$ cat src/hw/ffrp_pkg.sv
// constants for the flash function and read-parameter register block
// assumes a single-line serial host and a 10 MHz system clock sampling the link
package ffrp_pkg;
  // opcodes decoded from the serial link
  localparam logic [7:0] OPC_SET_RP_NV   = 8'h65; // set_read_params_nonvolatile_cmd
  localparam logic [7:0] OPC_SET_RP_V_A  = 8'hc0; // set_read_params_volatile_cmd
  localparam logic [7:0] OPC_SET_RP_V_B  = 8'h63; // set_read_params_volatile_cmd, alias
  localparam logic [7:0] OPC_WR_FUNC     = 8'h42; // write function register
  // function register fields
  localparam int FN_DED_RST_DIS = 0;
  localparam int FN_TOP_BOTTOM  = 1;
  localparam int FN_PGM_SUSP    = 2;
  localparam int FN_ERS_SUSP    = 3;
  localparam int FN_IR_LOCK_LO  = 4;
  localparam logic [7:0] FN_OTP_MASK = 8'hf3; // bits that only ever go to one
  // read-parameter fields
  localparam int RP_PIN_SEL = 7;
  localparam int RP_DUMMY_HI = 6;
  localparam int RP_DUMMY_LO = 3;
  localparam int RP_WRAP    = 2;
  localparam int RP_BURST_HI = 1;
  localparam int RP_BURST_LO = 0;
  localparam logic [7:0] RP_RESET = 8'h00;
  // default dummy counts when the dummy field is zero
  localparam logic [3:0] DUMMY_DEF_FAST_SPI = 4'h8;
  localparam logic [3:0] DUMMY_DEF_FAST_QPI = 4'h6;
  localparam logic [3:0] DUMMY_ZERO         = 4'h0;
  // burst length base: 8 bytes shifted by the two-bit code
  localparam logic [6:0] BURST_BASE = 7'h08;
  // serial frame: eight opcode bits then eight data bits
  localparam logic [3:0] BIT_OPC_LAST  = 4'h7;
  localparam logic [3:0] BIT_DATA_LAST = 4'hf;
  typedef enum logic [3:0] {
    ST_IDLE = 4'b0001,
    ST_OPC  = 4'b0010,
    ST_DATA = 4'b0100,
    ST_SKIP = 4'b1000
  } ffrp_state_t;
endpackage : ffrp_pkg

$ cat src/hw/ffrp_regs.sv
// function register and read-parameter register pair of a serial flash
// assumes SCK, CE_N and SI come from the host unsynchronised; mode 0 sampling
// on SCK rising edges; suspend, resume and program requests come from core logic
// on CLK_SYS.
// all outputs are registered and lag the internal state by one system cycle;
// the link must be slow: each SCK level lasts at least two system cycles.
//
// Overview of operation
// RULE_01 - one-time bits of the function register never return to zero
// RULE_02 - function bit 0 disables the dedicated reset pin; default set per variant
// RULE_03 - function bit 1 selects bottom protection; cannot go back to top
// RULE_04 - program-suspend flag set on suspend during program, cleared on resume
// RULE_05 - erase-suspend flag set on suspend during erase, cleared on resume
// RULE_06 - function bits 4..7 lock information rows zero to three permanently
// RULE_07 - volatile read parameters load from the non-volatile copy at power-up
// RULE_08 - parameter bit 7 selects hold (0) or reset (1) on shared pin
// RULE_09 - with quad enable or quad command mode, bit 7 ignored; pin is data
// RULE_10 - dedicated reset still enabled forces hold on the shared pin
// RULE_11 - opcode 65h writes non-volatile copy, C0h or 63h the volatile copy
// RULE_12 - parameter bits 6..3 give dummy cycles one to fifteen when nonzero
// RULE_13 - zero dummy field means defaults: 8 single-line, 6 quad command mode
// RULE_14 - parameter bits 1..0 give burst length 8, 16, 32 or 64 bytes
// RULE_15 - parameter bit 2 set wraps within burst, clear wraps at array end
// RULE_16 - all read-parameter bits reset to zero
// RULE_17 - quad enable turns write-protect and shared pins into data lines 2, 3
// RULE_18 - reads follow the volatile copy; volatile writes leave non-volatile alone
// RULE_19 - program requests to a locked information row are refused
`timescale 1ns/100ps
module ffrp_regs #(
  parameter bit HAS_DEDICATED_RESET = 1'b1,   // package variant has its own reset pin
  parameter bit DED_RESET_DIS_INIT  = 1'b0    // variant default of function bit 0
) (
  input  wire logic       CLK_SYS,            // system clock, 10 MHz
  input  wire logic       RESET,              // synchronous reset, power-up
  input  wire logic       SCK,                // serial clock from host, async
  input  wire logic       CE_N,               // chip enable from host, active low, async
  input  wire logic       SI,                 // serial data in from host, async
  input  wire logic       QUAD_ENABLE,        // status register quad enable bit
  input  wire logic       QUAD_CMD_MODE,      // device is in quad command mode
  input  wire logic       PGM_ACTIVE,         // a program operation is running
  input  wire logic       ERS_ACTIVE,         // an erase operation is running
  input  wire logic       SUSPEND_REQ,        // suspend command pulse
  input  wire logic       RESUME_REQ,         // resume command pulse
  input  wire logic       IR_PGM_REQ,         // information row program request pulse
  input  wire logic [1:0] IR_PGM_ROW,         // information row addressed
  output logic            IR_PGM_GRANT,       // request allowed, one-cycle pulse
  output logic            IR_PGM_REFUSED,     // request refused, one-cycle pulse
  output logic [7:0]      FUNC_REG,           // function register contents
  output logic [7:0]      READ_PARAMS_NV,     // non-volatile read parameters
  output logic [7:0]      READ_PARAMS_V,      // volatile read parameters
  output logic            DEDICATED_RESET_EN, // dedicated reset pin is active
  output logic            SHARED_PIN_RESET,   // shared pin acts as reset
  output logic            SHARED_PIN_HOLD,    // shared pin acts as hold
  output logic            SHARED_PIN_DATA3,   // shared pin is data line 3
  output logic            WP_PIN_DATA2,       // write-protect pin is data line 2
  output logic            PROTECT_BOTTOM,     // block protection from the bottom
  output logic [3:0]      DUMMY_FAST_SPI,     // dummy cycles, single-line fast read
  output logic [3:0]      DUMMY_FAST_QPI,     // dummy cycles, quad command fast read
  output logic [6:0]      BURST_BYTES,        // burst length in bytes
  output logic            WRAP_IN_BURST       // wrap within burst, else at array end
);

  // link sampling and frame state
  logic [2:0] sync1_q;                  // first stage, read only by the second
  logic [2:0] sync2_q;                  // {si, ce_n, sck} synchronised
  logic       sck_prev_q;
  logic       sck_rise;
  logic       ce_act;
  ffrp_pkg::ffrp_state_t state_q;
  logic [3:0] bit_cnt_q;
  logic [7:0] opc_q;
  logic [7:0] data_q;
  logic       wr_done;
  logic [7:0] byte_in;
  // register state and next values
  logic [7:0] func_q;
  logic [7:0] rp_nv_q;
  logic [7:0] rp_v_q;
  logic       load_pend_q;
  logic       pgm_susp_d;
  logic       ers_susp_d;
  logic       data3_d;
  logic       reset_sel_d;
  logic [3:0] dummy_fld;

  // two-flop synchronisers for the host pins
  // a link bit lands up to three system cycles after its pin edge; the host
  // timing leaves SI settled for several cycles around every SCK rise
  genvar gi;
  generate
    for (gi = 0; gi < 3; gi++) begin : g_sync
      always_ff @(posedge CLK_SYS) begin
        if (RESET) begin
          sync1_q[gi] <= (gi == 1) ? 1'b1 : 1'b0;
          sync2_q[gi] <= (gi == 1) ? 1'b1 : 1'b0;
        end else begin
          sync1_q[gi] <= (gi == 0) ? SCK : ((gi == 1) ? CE_N : SI);
          sync2_q[gi] <= sync1_q[gi];
        end
      end
    end
  endgenerate

  // edge detection looks only at the second stage
  // reset value matches the idle SCK level, so no false edge follows reset
  always_ff @(posedge CLK_SYS) begin
    if (RESET) sck_prev_q <= 1'b0;
    else       sck_prev_q <= sync2_q[0];
  end

  assign ce_act   = ~sync2_q[1];
  assign sck_rise = ce_act & sync2_q[0] & ~sck_prev_q;
  assign byte_in  = {data_q[6:0], sync2_q[2]};

  // frame sequencer: opcode byte, one data byte, then ignore the rest
  // a frame cut before its last data bit never reaches wr_done, and CE_N high
  // clears the sequencer, so no half-shifted byte can ever land
  always_ff @(posedge CLK_SYS) begin
    if (RESET || !ce_act) begin
      state_q   <= ffrp_pkg::ST_IDLE;
      bit_cnt_q <= 4'h0;
      opc_q     <= 8'h00;
      data_q    <= 8'h00;
    end else if (sck_rise) begin
      case (state_q)
        ffrp_pkg::ST_IDLE, ffrp_pkg::ST_OPC: begin
          opc_q     <= {opc_q[6:0], sync2_q[2]};
          bit_cnt_q <= bit_cnt_q + 4'h1;
          state_q   <= (bit_cnt_q == ffrp_pkg::BIT_OPC_LAST) ? ffrp_pkg::ST_DATA
                                                             : ffrp_pkg::ST_OPC;
        end
        ffrp_pkg::ST_DATA: begin
          data_q    <= byte_in;
          bit_cnt_q <= bit_cnt_q + 4'h1;
          if (bit_cnt_q == ffrp_pkg::BIT_DATA_LAST) state_q <= ffrp_pkg::ST_SKIP;
        end
        default: state_q <= ffrp_pkg::ST_SKIP;
      endcase
    end
  end

  // a write lands on the rising edge carrying the last data bit
  assign wr_done = sck_rise && (state_q == ffrp_pkg::ST_DATA)
                   && (bit_cnt_q == ffrp_pkg::BIT_DATA_LAST);

  // suspend flags: a suspend in the same cycle as a resume wins
  // resume clears both flags, since only one operation can be suspended
  always_comb begin
    pgm_susp_d = func_q[ffrp_pkg::FN_PGM_SUSP];
    ers_susp_d = func_q[ffrp_pkg::FN_ERS_SUSP];
    if (RESUME_REQ) begin
      pgm_susp_d = 1'b0; // RULE_04
      ers_susp_d = 1'b0; // RULE_05
    end
    if (SUSPEND_REQ && PGM_ACTIVE) pgm_susp_d = 1'b1; // RULE_04
    if (SUSPEND_REQ && ERS_ACTIVE) ers_susp_d = 1'b1; // RULE_05
  end

  // function register: one-time bits can only be or-ed in
  // the suspend flags are status only; a link write leaves them alone
  always_ff @(posedge CLK_SYS) begin
    if (RESET) begin
      func_q <= {7'h00, DED_RESET_DIS_INIT}; // RULE_02
    end else begin
      func_q[ffrp_pkg::FN_PGM_SUSP] <= pgm_susp_d;
      func_q[ffrp_pkg::FN_ERS_SUSP] <= ers_susp_d;
      if (wr_done && opc_q == ffrp_pkg::OPC_WR_FUNC) begin
        // RULE_01 RULE_03 RULE_06
        func_q[1:0] <= func_q[1:0] | (byte_in[1:0] & ffrp_pkg::FN_OTP_MASK[1:0]);
        func_q[7:4] <= func_q[7:4] | (byte_in[7:4] & ffrp_pkg::FN_OTP_MASK[7:4]);
      end
    end
  end

  // non-volatile read parameters, written only by its own opcode
  always_ff @(posedge CLK_SYS) begin
    if (RESET) rp_nv_q <= ffrp_pkg::RP_RESET; // RULE_16
    else if (wr_done && opc_q == ffrp_pkg::OPC_SET_RP_NV) rp_nv_q <= byte_in; // RULE_11
  end

  // volatile copy: loaded once after power-up, then by its two opcodes
  // the load takes the first edge after reset, long before any frame can finish
  always_ff @(posedge CLK_SYS) begin
    if (RESET) begin
      rp_v_q      <= ffrp_pkg::RP_RESET; // RULE_16
      load_pend_q <= 1'b1;
    end else begin
      load_pend_q <= 1'b0;
      if (load_pend_q) rp_v_q <= rp_nv_q; // RULE_07
      else if (wr_done && (opc_q == ffrp_pkg::OPC_SET_RP_V_A ||
                           opc_q == ffrp_pkg::OPC_SET_RP_V_B))
        rp_v_q <= byte_in; // RULE_11 RULE_18
    end
  end

  // pin functions derive from the volatile copy only
  // quad use overrides every control role of the shared and write-protect pins
  assign data3_d   = QUAD_ENABLE | QUAD_CMD_MODE; // RULE_09 RULE_17
  // a still-enabled dedicated reset pin pins the shared pin to hold
  assign reset_sel_d = ~data3_d & rp_v_q[ffrp_pkg::RP_PIN_SEL] // RULE_08
                       & ~(HAS_DEDICATED_RESET & ~func_q[ffrp_pkg::FN_DED_RST_DIS]); // RULE_10
  assign dummy_fld = rp_v_q[ffrp_pkg::RP_DUMMY_HI:ffrp_pkg::RP_DUMMY_LO];

  // registered pin-function and block-protection outputs
  always_ff @(posedge CLK_SYS) begin
    if (RESET) begin
      DEDICATED_RESET_EN <= 1'b0;
      SHARED_PIN_RESET   <= 1'b0;
      SHARED_PIN_HOLD    <= 1'b0;
      SHARED_PIN_DATA3   <= 1'b0;
      WP_PIN_DATA2       <= 1'b0;
      PROTECT_BOTTOM     <= 1'b0;
    end else begin
      DEDICATED_RESET_EN <= HAS_DEDICATED_RESET & ~func_q[ffrp_pkg::FN_DED_RST_DIS]; // RULE_02
      SHARED_PIN_RESET   <= reset_sel_d;
      SHARED_PIN_HOLD    <= ~data3_d & ~reset_sel_d; // RULE_10
      SHARED_PIN_DATA3   <= data3_d; // RULE_17
      WP_PIN_DATA2       <= data3_d; // RULE_17
      PROTECT_BOTTOM     <= func_q[ffrp_pkg::FN_TOP_BOTTOM]; // RULE_03
    end
  end

  // dummy, burst and wrap settings from the volatile copy
  always_ff @(posedge CLK_SYS) begin
    if (RESET) begin
      DUMMY_FAST_SPI <= ffrp_pkg::DUMMY_DEF_FAST_SPI;
      DUMMY_FAST_QPI <= ffrp_pkg::DUMMY_DEF_FAST_QPI;
      BURST_BYTES    <= ffrp_pkg::BURST_BASE;
      WRAP_IN_BURST  <= 1'b0;
    end else begin
      // RULE_12 RULE_13
      DUMMY_FAST_SPI <= (dummy_fld == ffrp_pkg::DUMMY_ZERO) ? ffrp_pkg::DUMMY_DEF_FAST_SPI
                                                           : dummy_fld;
      DUMMY_FAST_QPI <= (dummy_fld == ffrp_pkg::DUMMY_ZERO) ? ffrp_pkg::DUMMY_DEF_FAST_QPI
                                                           : dummy_fld;
      BURST_BYTES    <= ffrp_pkg::BURST_BASE
                        << rp_v_q[ffrp_pkg::RP_BURST_HI:ffrp_pkg::RP_BURST_LO]; // RULE_14
      WRAP_IN_BURST  <= rp_v_q[ffrp_pkg::RP_WRAP]; // RULE_15
    end
  end

  // register mirrors
  // mirrors let the rest of the device see the registers without a read-back path
  always_ff @(posedge CLK_SYS) begin
    if (RESET) begin
      FUNC_REG       <= 8'h00;
      READ_PARAMS_NV <= ffrp_pkg::RP_RESET;
      READ_PARAMS_V  <= ffrp_pkg::RP_RESET;
    end else begin
      FUNC_REG       <= func_q;
      READ_PARAMS_NV <= rp_nv_q;
      READ_PARAMS_V  <= rp_v_q;
    end
  end

  // information row program gate; the row itself lives elsewhere
  // the lock is taken from the register before the edge, so a lock landing in
  // the same cycle as a request does not refuse that request
  always_ff @(posedge CLK_SYS) begin
    if (RESET) begin
      IR_PGM_GRANT   <= 1'b0;
      IR_PGM_REFUSED <= 1'b0;
    end else begin
      IR_PGM_GRANT   <= IR_PGM_REQ & ~func_q[ffrp_pkg::FN_IR_LOCK_LO + IR_PGM_ROW]; // RULE_19
      IR_PGM_REFUSED <= IR_PGM_REQ & func_q[ffrp_pkg::FN_IR_LOCK_LO + IR_PGM_ROW];  // RULE_06
    end
  end

  // function register checks
  a_otp_sticky: assert property (@(posedge CLK_SYS) disable iff (RESET) // RULE_01
    ($past(func_q) & ffrp_pkg::FN_OTP_MASK & ~func_q) == 8'h00)
    else $error("otp bit of function register cleared");
  a_otp_never_clear: assert property (@(posedge CLK_SYS) disable iff (RESET) // RULE_03
    $past(func_q[ffrp_pkg::FN_TOP_BOTTOM]) |-> func_q[ffrp_pkg::FN_TOP_BOTTOM])
    else $error("bottom select returned to top");
  a_pgm_susp_set: assert property (@(posedge CLK_SYS) disable iff (RESET) // RULE_04
    SUSPEND_REQ && PGM_ACTIVE |=> func_q[ffrp_pkg::FN_PGM_SUSP])
    else $error("program suspend flag not set");
  a_ers_susp_clr: assert property (@(posedge CLK_SYS) disable iff (RESET) // RULE_05
    RESUME_REQ && !(SUSPEND_REQ && ERS_ACTIVE) |=> !func_q[ffrp_pkg::FN_ERS_SUSP])
    else $error("erase suspend flag not cleared on resume");
  a_pgm_susp_clr: assert property (@(posedge CLK_SYS) disable iff (RESET) // RULE_04
    RESUME_REQ && !(SUSPEND_REQ && PGM_ACTIVE) |=> !func_q[ffrp_pkg::FN_PGM_SUSP])
    else $error("program suspend flag not cleared on resume");
  a_ers_susp_set: assert property (@(posedge CLK_SYS) disable iff (RESET) // RULE_05
    SUSPEND_REQ && ERS_ACTIVE |=> func_q[ffrp_pkg::FN_ERS_SUSP])
    else $error("erase suspend flag not set");
  a_ded_reset_off: assert property (@(posedge CLK_SYS) disable iff (RESET) // RULE_02
    func_q[ffrp_pkg::FN_DED_RST_DIS] |=> !DEDICATED_RESET_EN)
    else $error("dedicated reset pin still active after disable");

  // read-parameter copy checks
  a_vol_load: assert property (@(posedge CLK_SYS) // RULE_07
    $fell(RESET) ##1 !RESET |-> rp_v_q == $past(rp_nv_q))
    else $error("volatile copy not loaded after power-up");
  a_nv_only_cmd: assert property (@(posedge CLK_SYS) disable iff (RESET) // RULE_18
    !$stable(rp_nv_q) |-> $past(wr_done) && $past(opc_q) == ffrp_pkg::OPC_SET_RP_NV)
    else $error("non-volatile copy changed without its opcode");
  a_v_only_cmd: assert property (@(posedge CLK_SYS) disable iff (RESET) // RULE_11
    !$stable(rp_v_q) && !$past(load_pend_q) |->
      $past(wr_done) && ($past(opc_q) == ffrp_pkg::OPC_SET_RP_V_A ||
                         $past(opc_q) == ffrp_pkg::OPC_SET_RP_V_B))
    else $error("volatile copy changed without its opcode");

  // pin role checks
  a_data3_quad: assert property (@(posedge CLK_SYS) disable iff (RESET) // RULE_09
    QUAD_ENABLE |=> SHARED_PIN_DATA3 && !SHARED_PIN_RESET && !SHARED_PIN_HOLD)
    else $error("shared pin not data line with quad enable");
  a_qpi_data3: assert property (@(posedge CLK_SYS) disable iff (RESET) // RULE_09
    QUAD_CMD_MODE |=> SHARED_PIN_DATA3 && WP_PIN_DATA2 && !SHARED_PIN_RESET)
    else $error("shared pin not data line in quad command mode");
  a_hold_forced: assert property (@(posedge CLK_SYS) disable iff (RESET) // RULE_10
    HAS_DEDICATED_RESET && !func_q[ffrp_pkg::FN_DED_RST_DIS] && !data3_d |=> SHARED_PIN_HOLD)
    else $error("hold not forced while dedicated reset enabled");
  a_reset_select: assert property (@(posedge CLK_SYS) disable iff (RESET) // RULE_08
    !data3_d && rp_v_q[ffrp_pkg::RP_PIN_SEL] && func_q[ffrp_pkg::FN_DED_RST_DIS]
      |=> SHARED_PIN_RESET && !SHARED_PIN_HOLD)
    else $error("shared pin not reset with its select set");
  a_hold_select: assert property (@(posedge CLK_SYS) disable iff (RESET) // RULE_08
    !data3_d && !rp_v_q[ffrp_pkg::RP_PIN_SEL] |=> SHARED_PIN_HOLD && !SHARED_PIN_RESET)
    else $error("shared pin not hold with its select clear");

  // read control checks
  a_dummy_default: assert property (@(posedge CLK_SYS) disable iff (RESET) // RULE_13
    dummy_fld == ffrp_pkg::DUMMY_ZERO |=> DUMMY_FAST_SPI == ffrp_pkg::DUMMY_DEF_FAST_SPI
      && DUMMY_FAST_QPI == ffrp_pkg::DUMMY_DEF_FAST_QPI)
    else $error("default dummy counts wrong");
  a_dummy_field: assert property (@(posedge CLK_SYS) disable iff (RESET) // RULE_12
    dummy_fld != ffrp_pkg::DUMMY_ZERO |=> DUMMY_FAST_SPI == $past(dummy_fld)
      && DUMMY_FAST_QPI == $past(dummy_fld))
    else $error("programmed dummy count not applied");
  a_wrap_follow: assert property (@(posedge CLK_SYS) disable iff (RESET) // RULE_15
    rp_v_q[ffrp_pkg::RP_WRAP] |=> WRAP_IN_BURST)
    else $error("wrap within burst not applied");

  // information row checks
  a_ir_lock: assert property (@(posedge CLK_SYS) disable iff (RESET) // RULE_19
    IR_PGM_REQ && func_q[ffrp_pkg::FN_IR_LOCK_LO + IR_PGM_ROW] |=> !IR_PGM_GRANT && IR_PGM_REFUSED)
    else $error("program granted to locked information row");
  a_ir_open: assert property (@(posedge CLK_SYS) disable iff (RESET) // RULE_06
    IR_PGM_REQ && !func_q[ffrp_pkg::FN_IR_LOCK_LO + IR_PGM_ROW]
      |=> IR_PGM_GRANT && !IR_PGM_REFUSED)
    else $error("program refused to open information row");

  // main scenarios
  c_nv_write: cover property (@(posedge CLK_SYS) wr_done && opc_q == ffrp_pkg::OPC_SET_RP_NV);
  c_v_write: cover property (@(posedge CLK_SYS) wr_done && opc_q == ffrp_pkg::OPC_SET_RP_V_B);
  c_func_write: cover property (@(posedge CLK_SYS) wr_done && opc_q == ffrp_pkg::OPC_WR_FUNC);
  c_suspend: cover property (@(posedge CLK_SYS) SUSPEND_REQ && PGM_ACTIVE ##[1:50] RESUME_REQ);
  c_ers_suspend: cover property (@(posedge CLK_SYS) SUSPEND_REQ && ERS_ACTIVE ##[1:50] RESUME_REQ);

endmodule : ffrp_regs

$ cat config.mk
export PLATFORM = sky130hd
export DESIGN_NAME = ffrp_regs
export DESIGN_NICKNAME = d
export VERILOG_FILES = /design/src/hw/ffrp_pkg.sv /design/src/hw/ffrp_regs.sv
export SDC_FILE = /design/constraint.sdc
export NUM_CORES = 1
export LEC_CHECK = 0
export BUFFER_PORTS_ARGS = -buffer_cell sky130_fd_sc_hd__buf_2
export CELL_PAD_IN_SITES_DETAIL_PLACEMENT = 0
export CELL_PAD_IN_SITES_GLOBAL_PLACEMENT = 2
export CORE_AREA = 2 2 103 105
export CTS_CLUSTER_DIAMETER = 60
export CTS_CLUSTER_SIZE = 40
export DETAILED_ROUTE_END_ITERATION = 10
export DIE_AREA = 0 0 105 107
export GPL_ROUTABILITY_DRIVEN = 0
export MAX_ROUTING_LAYER = met4
export PLACE_DENSITY = 0.72
export SKIP_CTS_REPAIR_TIMING = 1
export SYNTH_ARGS = -nofsm -noshare
export SYNTH_HDL_FRONTEND = slang
export SYNTH_SLANG_ARGS = --single-unit
export TNS_END_PERCENT = 100
$ cat constraint.sdc
create_clock -name CLK_SYS -period 2.2 [get_ports CLK_SYS]
set_input_delay 0 -clock CLK_SYS [delete_from_list [all_inputs] [get_ports CLK_SYS]]
set_output_delay 0 -clock CLK_SYS [all_outputs]
set_load 0.01 [all_outputs]
==> metrics.csv <==
stage;metric;value;unit
route;viasPerCell;4.48;
cts;cts_buffers;9;
logic_synthesis;async_flop_share;0;
logic_synthesis;synth_edf_count;0;
global_route;grt_max_degree;50;
cts;clockRootBuffer;clkbuf_8;
worst_setup_path;crit_fanout;9;
logic_synthesis;netlist_area;3350;µm²
run_status;status;finished, final reports clean;
place;pre_cts_slack;0.230;ns
cts;cts_tree;built;
timing;slew_viol_final;0;
floorplanning;core_area;10100;µm²
logic_synthesis;synth_most_common_cell;dfxtp_1;
worst_setup_path;crit_path_start;state_q[2]$_SDFFE_PP0P_;
layout;nNetsFinal;408;
route;wl_met1;3.10;mm
worst_setup_path;rr_startpoint;state_q[2]$_SDFFE_PP0P_;
route;wl_met3;325;µm
logic_synthesis;synth_top_area_frac;0.574;
timing;period_minus_slack;1.98;ns
worst_setup_path;worst-setup-path-type;flip-flop to flip-flop;
worst_setup_path;start_kind;flip-flop;
timing;setup_viol;0;
global_route;grt_pass1_vias;2182;
logic_synthesis;netlist_top_cells_count;dfxtp_1, nor2b_1, nor2_1;
logic_synthesis;seq_area_frac_synth;0.574;
cts;clkSinkCount;96;
timing;skew;0.00980;ns
floorplanning;start_util;0.332;
logic_synthesis;synth_seq_cells;96;
cts;htreeDepth;3;
timing;fmax;0.505;GHz
place;port_buffers;58;
cts;clkTransAtPathRegs;0.09;ns
floorplanning;io_pins;62;
power;peakVddDrop;0.441;mV
timing;rsz0062_at_grt;no;
cts;worstSkewPairLatency;0.36;ns
worst_setup_path;worst_setup_path_end_kind;flip-flop;
route;wl_met2;3.14;mm
worst_setup_path;worstPathArrival;2.23;ns
route;dr_total_vias;2392;
route;top_layer_used;met4;
place;postPlaceCellArea;3780;µm²
global_route;grt_pass1_wl;10.8;mm
logic_synthesis;synth.area.top_cells;dfxtp_1, nor2b_1, mux2i_1;
route;wl_per_cell;12.4;µm
timing;finalCritPeriodShare;0.900;
floorplanning;die_area;11200;µm²
route;wl;6.61;mm
layout;fin_util;0.408;
layout;fin_area;4120;µm²
logic_synthesis;postSynth.topFlopCell;dfxtp_1;
logic_synthesis;yosys.area.top_type;dfxtp_1;
logic_synthesis;syn_area_per_cell;10.4;µm²
timing;whs;0.0430;ns
route;route.detailed.drc;0;
run;max_cap_violations;0;
worst_hold_path;hold_class;input port to flip-flop;
layout;drive_above_1_share;0.249;
logic_synthesis;yosysWarnings;0;
power;power.density;755;nW/µm²
place;hpwl;4.50;mm
floorplanning;chipHeight;107;µm
global_route;grt.total_usage;0.125;
route;drt_iter0_drc;76;
global_route;overflow;0;
layout;area_growth;22.9;%
timing;fin_setup_tns;0;ns
timing;worst_slack;0.219;ns
timing;relSlewSlack;0.458;
cts;cts_buffer_depth;2;
floorplanning;std_cell_rows;37;
global_route;antenna_found_initial;0;
logic_synthesis;synth_cell_type_count;44;
timing;worst_pin_slew;0.814;ns
worst_setup_path;cp.required;2.45;ns
logic_synthesis;synthCells;323;
floorplanning;die_w;105;µm
worst_hold_path;min_from;IR_PGM_ROW[0];
layout;antennaDiodeCount;0;
route;ant_nets;0;
route;drt-pass1-iter-count;5;
timing;hold_viol_final;0;
power;power_leakage;1.72;nW
==> placed cells by master, fill, tap and decap left out, types with 2 or more instances in the layout <==
cell,netlist,routed
clkbuf_8,0,9
nor4_2,1,2
dfxtp_1,96,96
buf_4,7,9
conb_1,1,3
o21ai_0,12,12
bufinv_16,0,2
a21o_1,7,7
inv_1,4,4
xor2_1,2,2
nor2b_1,36,36
nor3_1,4,4
nand2_1,14,14
and3_1,2,2
a21oi_1,19,19
or3_1,5,5
nand3_1,17,17
or2_2,2,2
clkinvlp_4,0,2
nor3b_1,2,2
dlygate4sd3_1,0,12
nor2_1,28,28
mux2_2,8,8
mux2i_1,17,17
a22oi_1,3,3
buf_2,3,58
==> where the power goes <==
part | switching [mW] | total (mW) | internal (mW)
logic | 0.0467 | 0.0955 | 0.0488
clock network | 0.606 | 1.25 | 0.646
registers | 0.00990 | 1.76 | 1.75
==> critical path: stages (launching register included) <==
cell and delay, ns:
dfxtp_1 0.46, nor4b_4 0.27, nand3_2 0.25, o41ai_4 0.33
buf_4 0.22, mux2_2 0.34
==> kinds of logic after synthesis <==
logic type	Yosys count	synth area share
buffers and inverters	26	0.0381
other	1	0.00112
multiplexers	26	0.0845
adder cells (fa/ha/maj)	1	0.00374
flip-flops	96	0.574
AND/OR/NAND/NOR	124	0.204
AO/OA/AOI/OAI	46	0.0863
XOR/XNOR	3	0.00785
==> sequential cells by signal, indices dropped and copies added, names as in the netlist, 2 cells and up <==
name,cells
sync2_q,2
opc_q,8
BURST_BYTES,4
rp_nv_q,8
data_q,7
sync1_q,3
bit_cnt_q,4
state_q,4
func_q,8
rp_v_q,8
READ_PARAMS_NV,8
DUMMY_FAST_SPI,4
DUMMY_FAST_QPI,3
READ_PARAMS_V,8
FUNC_REG,8
==> layout make-up <==
type / instances / area (µm²)
Fill cell: 1051 / 5980
Inverter: 4 / 15.0
Multi-Input combinational cell: 203 / 1310
Clock inverter: 6 / 91.3
Clock buffer: 10 / 128
Timing Repair Buffer: 79 / 478
Tap cell: 136 / 170
Sequential cell: 96 / 1920
==> per-layer routing <==
| layer | global-route usage | vias to the layer above |
|---|---|---|
| met5 | - | - |
| met4 | 0.0400 | 0 |
| met3 | 0.0444 | 4 |
| met2 | 0.200 | 49 |
| met1 | 0.148 | 1115 |
| li1 | - | 1224 |
==> worst paths after layout <==
| check | endpoint | slack, ns | cells past startpoint |
|---|---|---|---|
| hold / removal | IR_PGM_GRANT$_SDFF_PP0_ | 0.04 | 3 |
| setup / recovery | rp_v_q[7]$_SDFFE_PP0P_ | 0.22 | 5 |
| setup reg to reg | rp_v_q[7]$_SDFFE_PP0P_ | 0.22 | 5 |
| hold reg to reg | BURST_BYTES[5]$_SDFF_PP0_ | 0.41 | 1 |
==> through the flow <==
stage	power (mW)	instances
finish	3.11	534
global route	3.25	534
CTS	3.14	522
detailed placement	1.88	506
global placement	1.88	506
floorplan	1.85	325
Note: power is estimated with default switching activity, not from simulation.
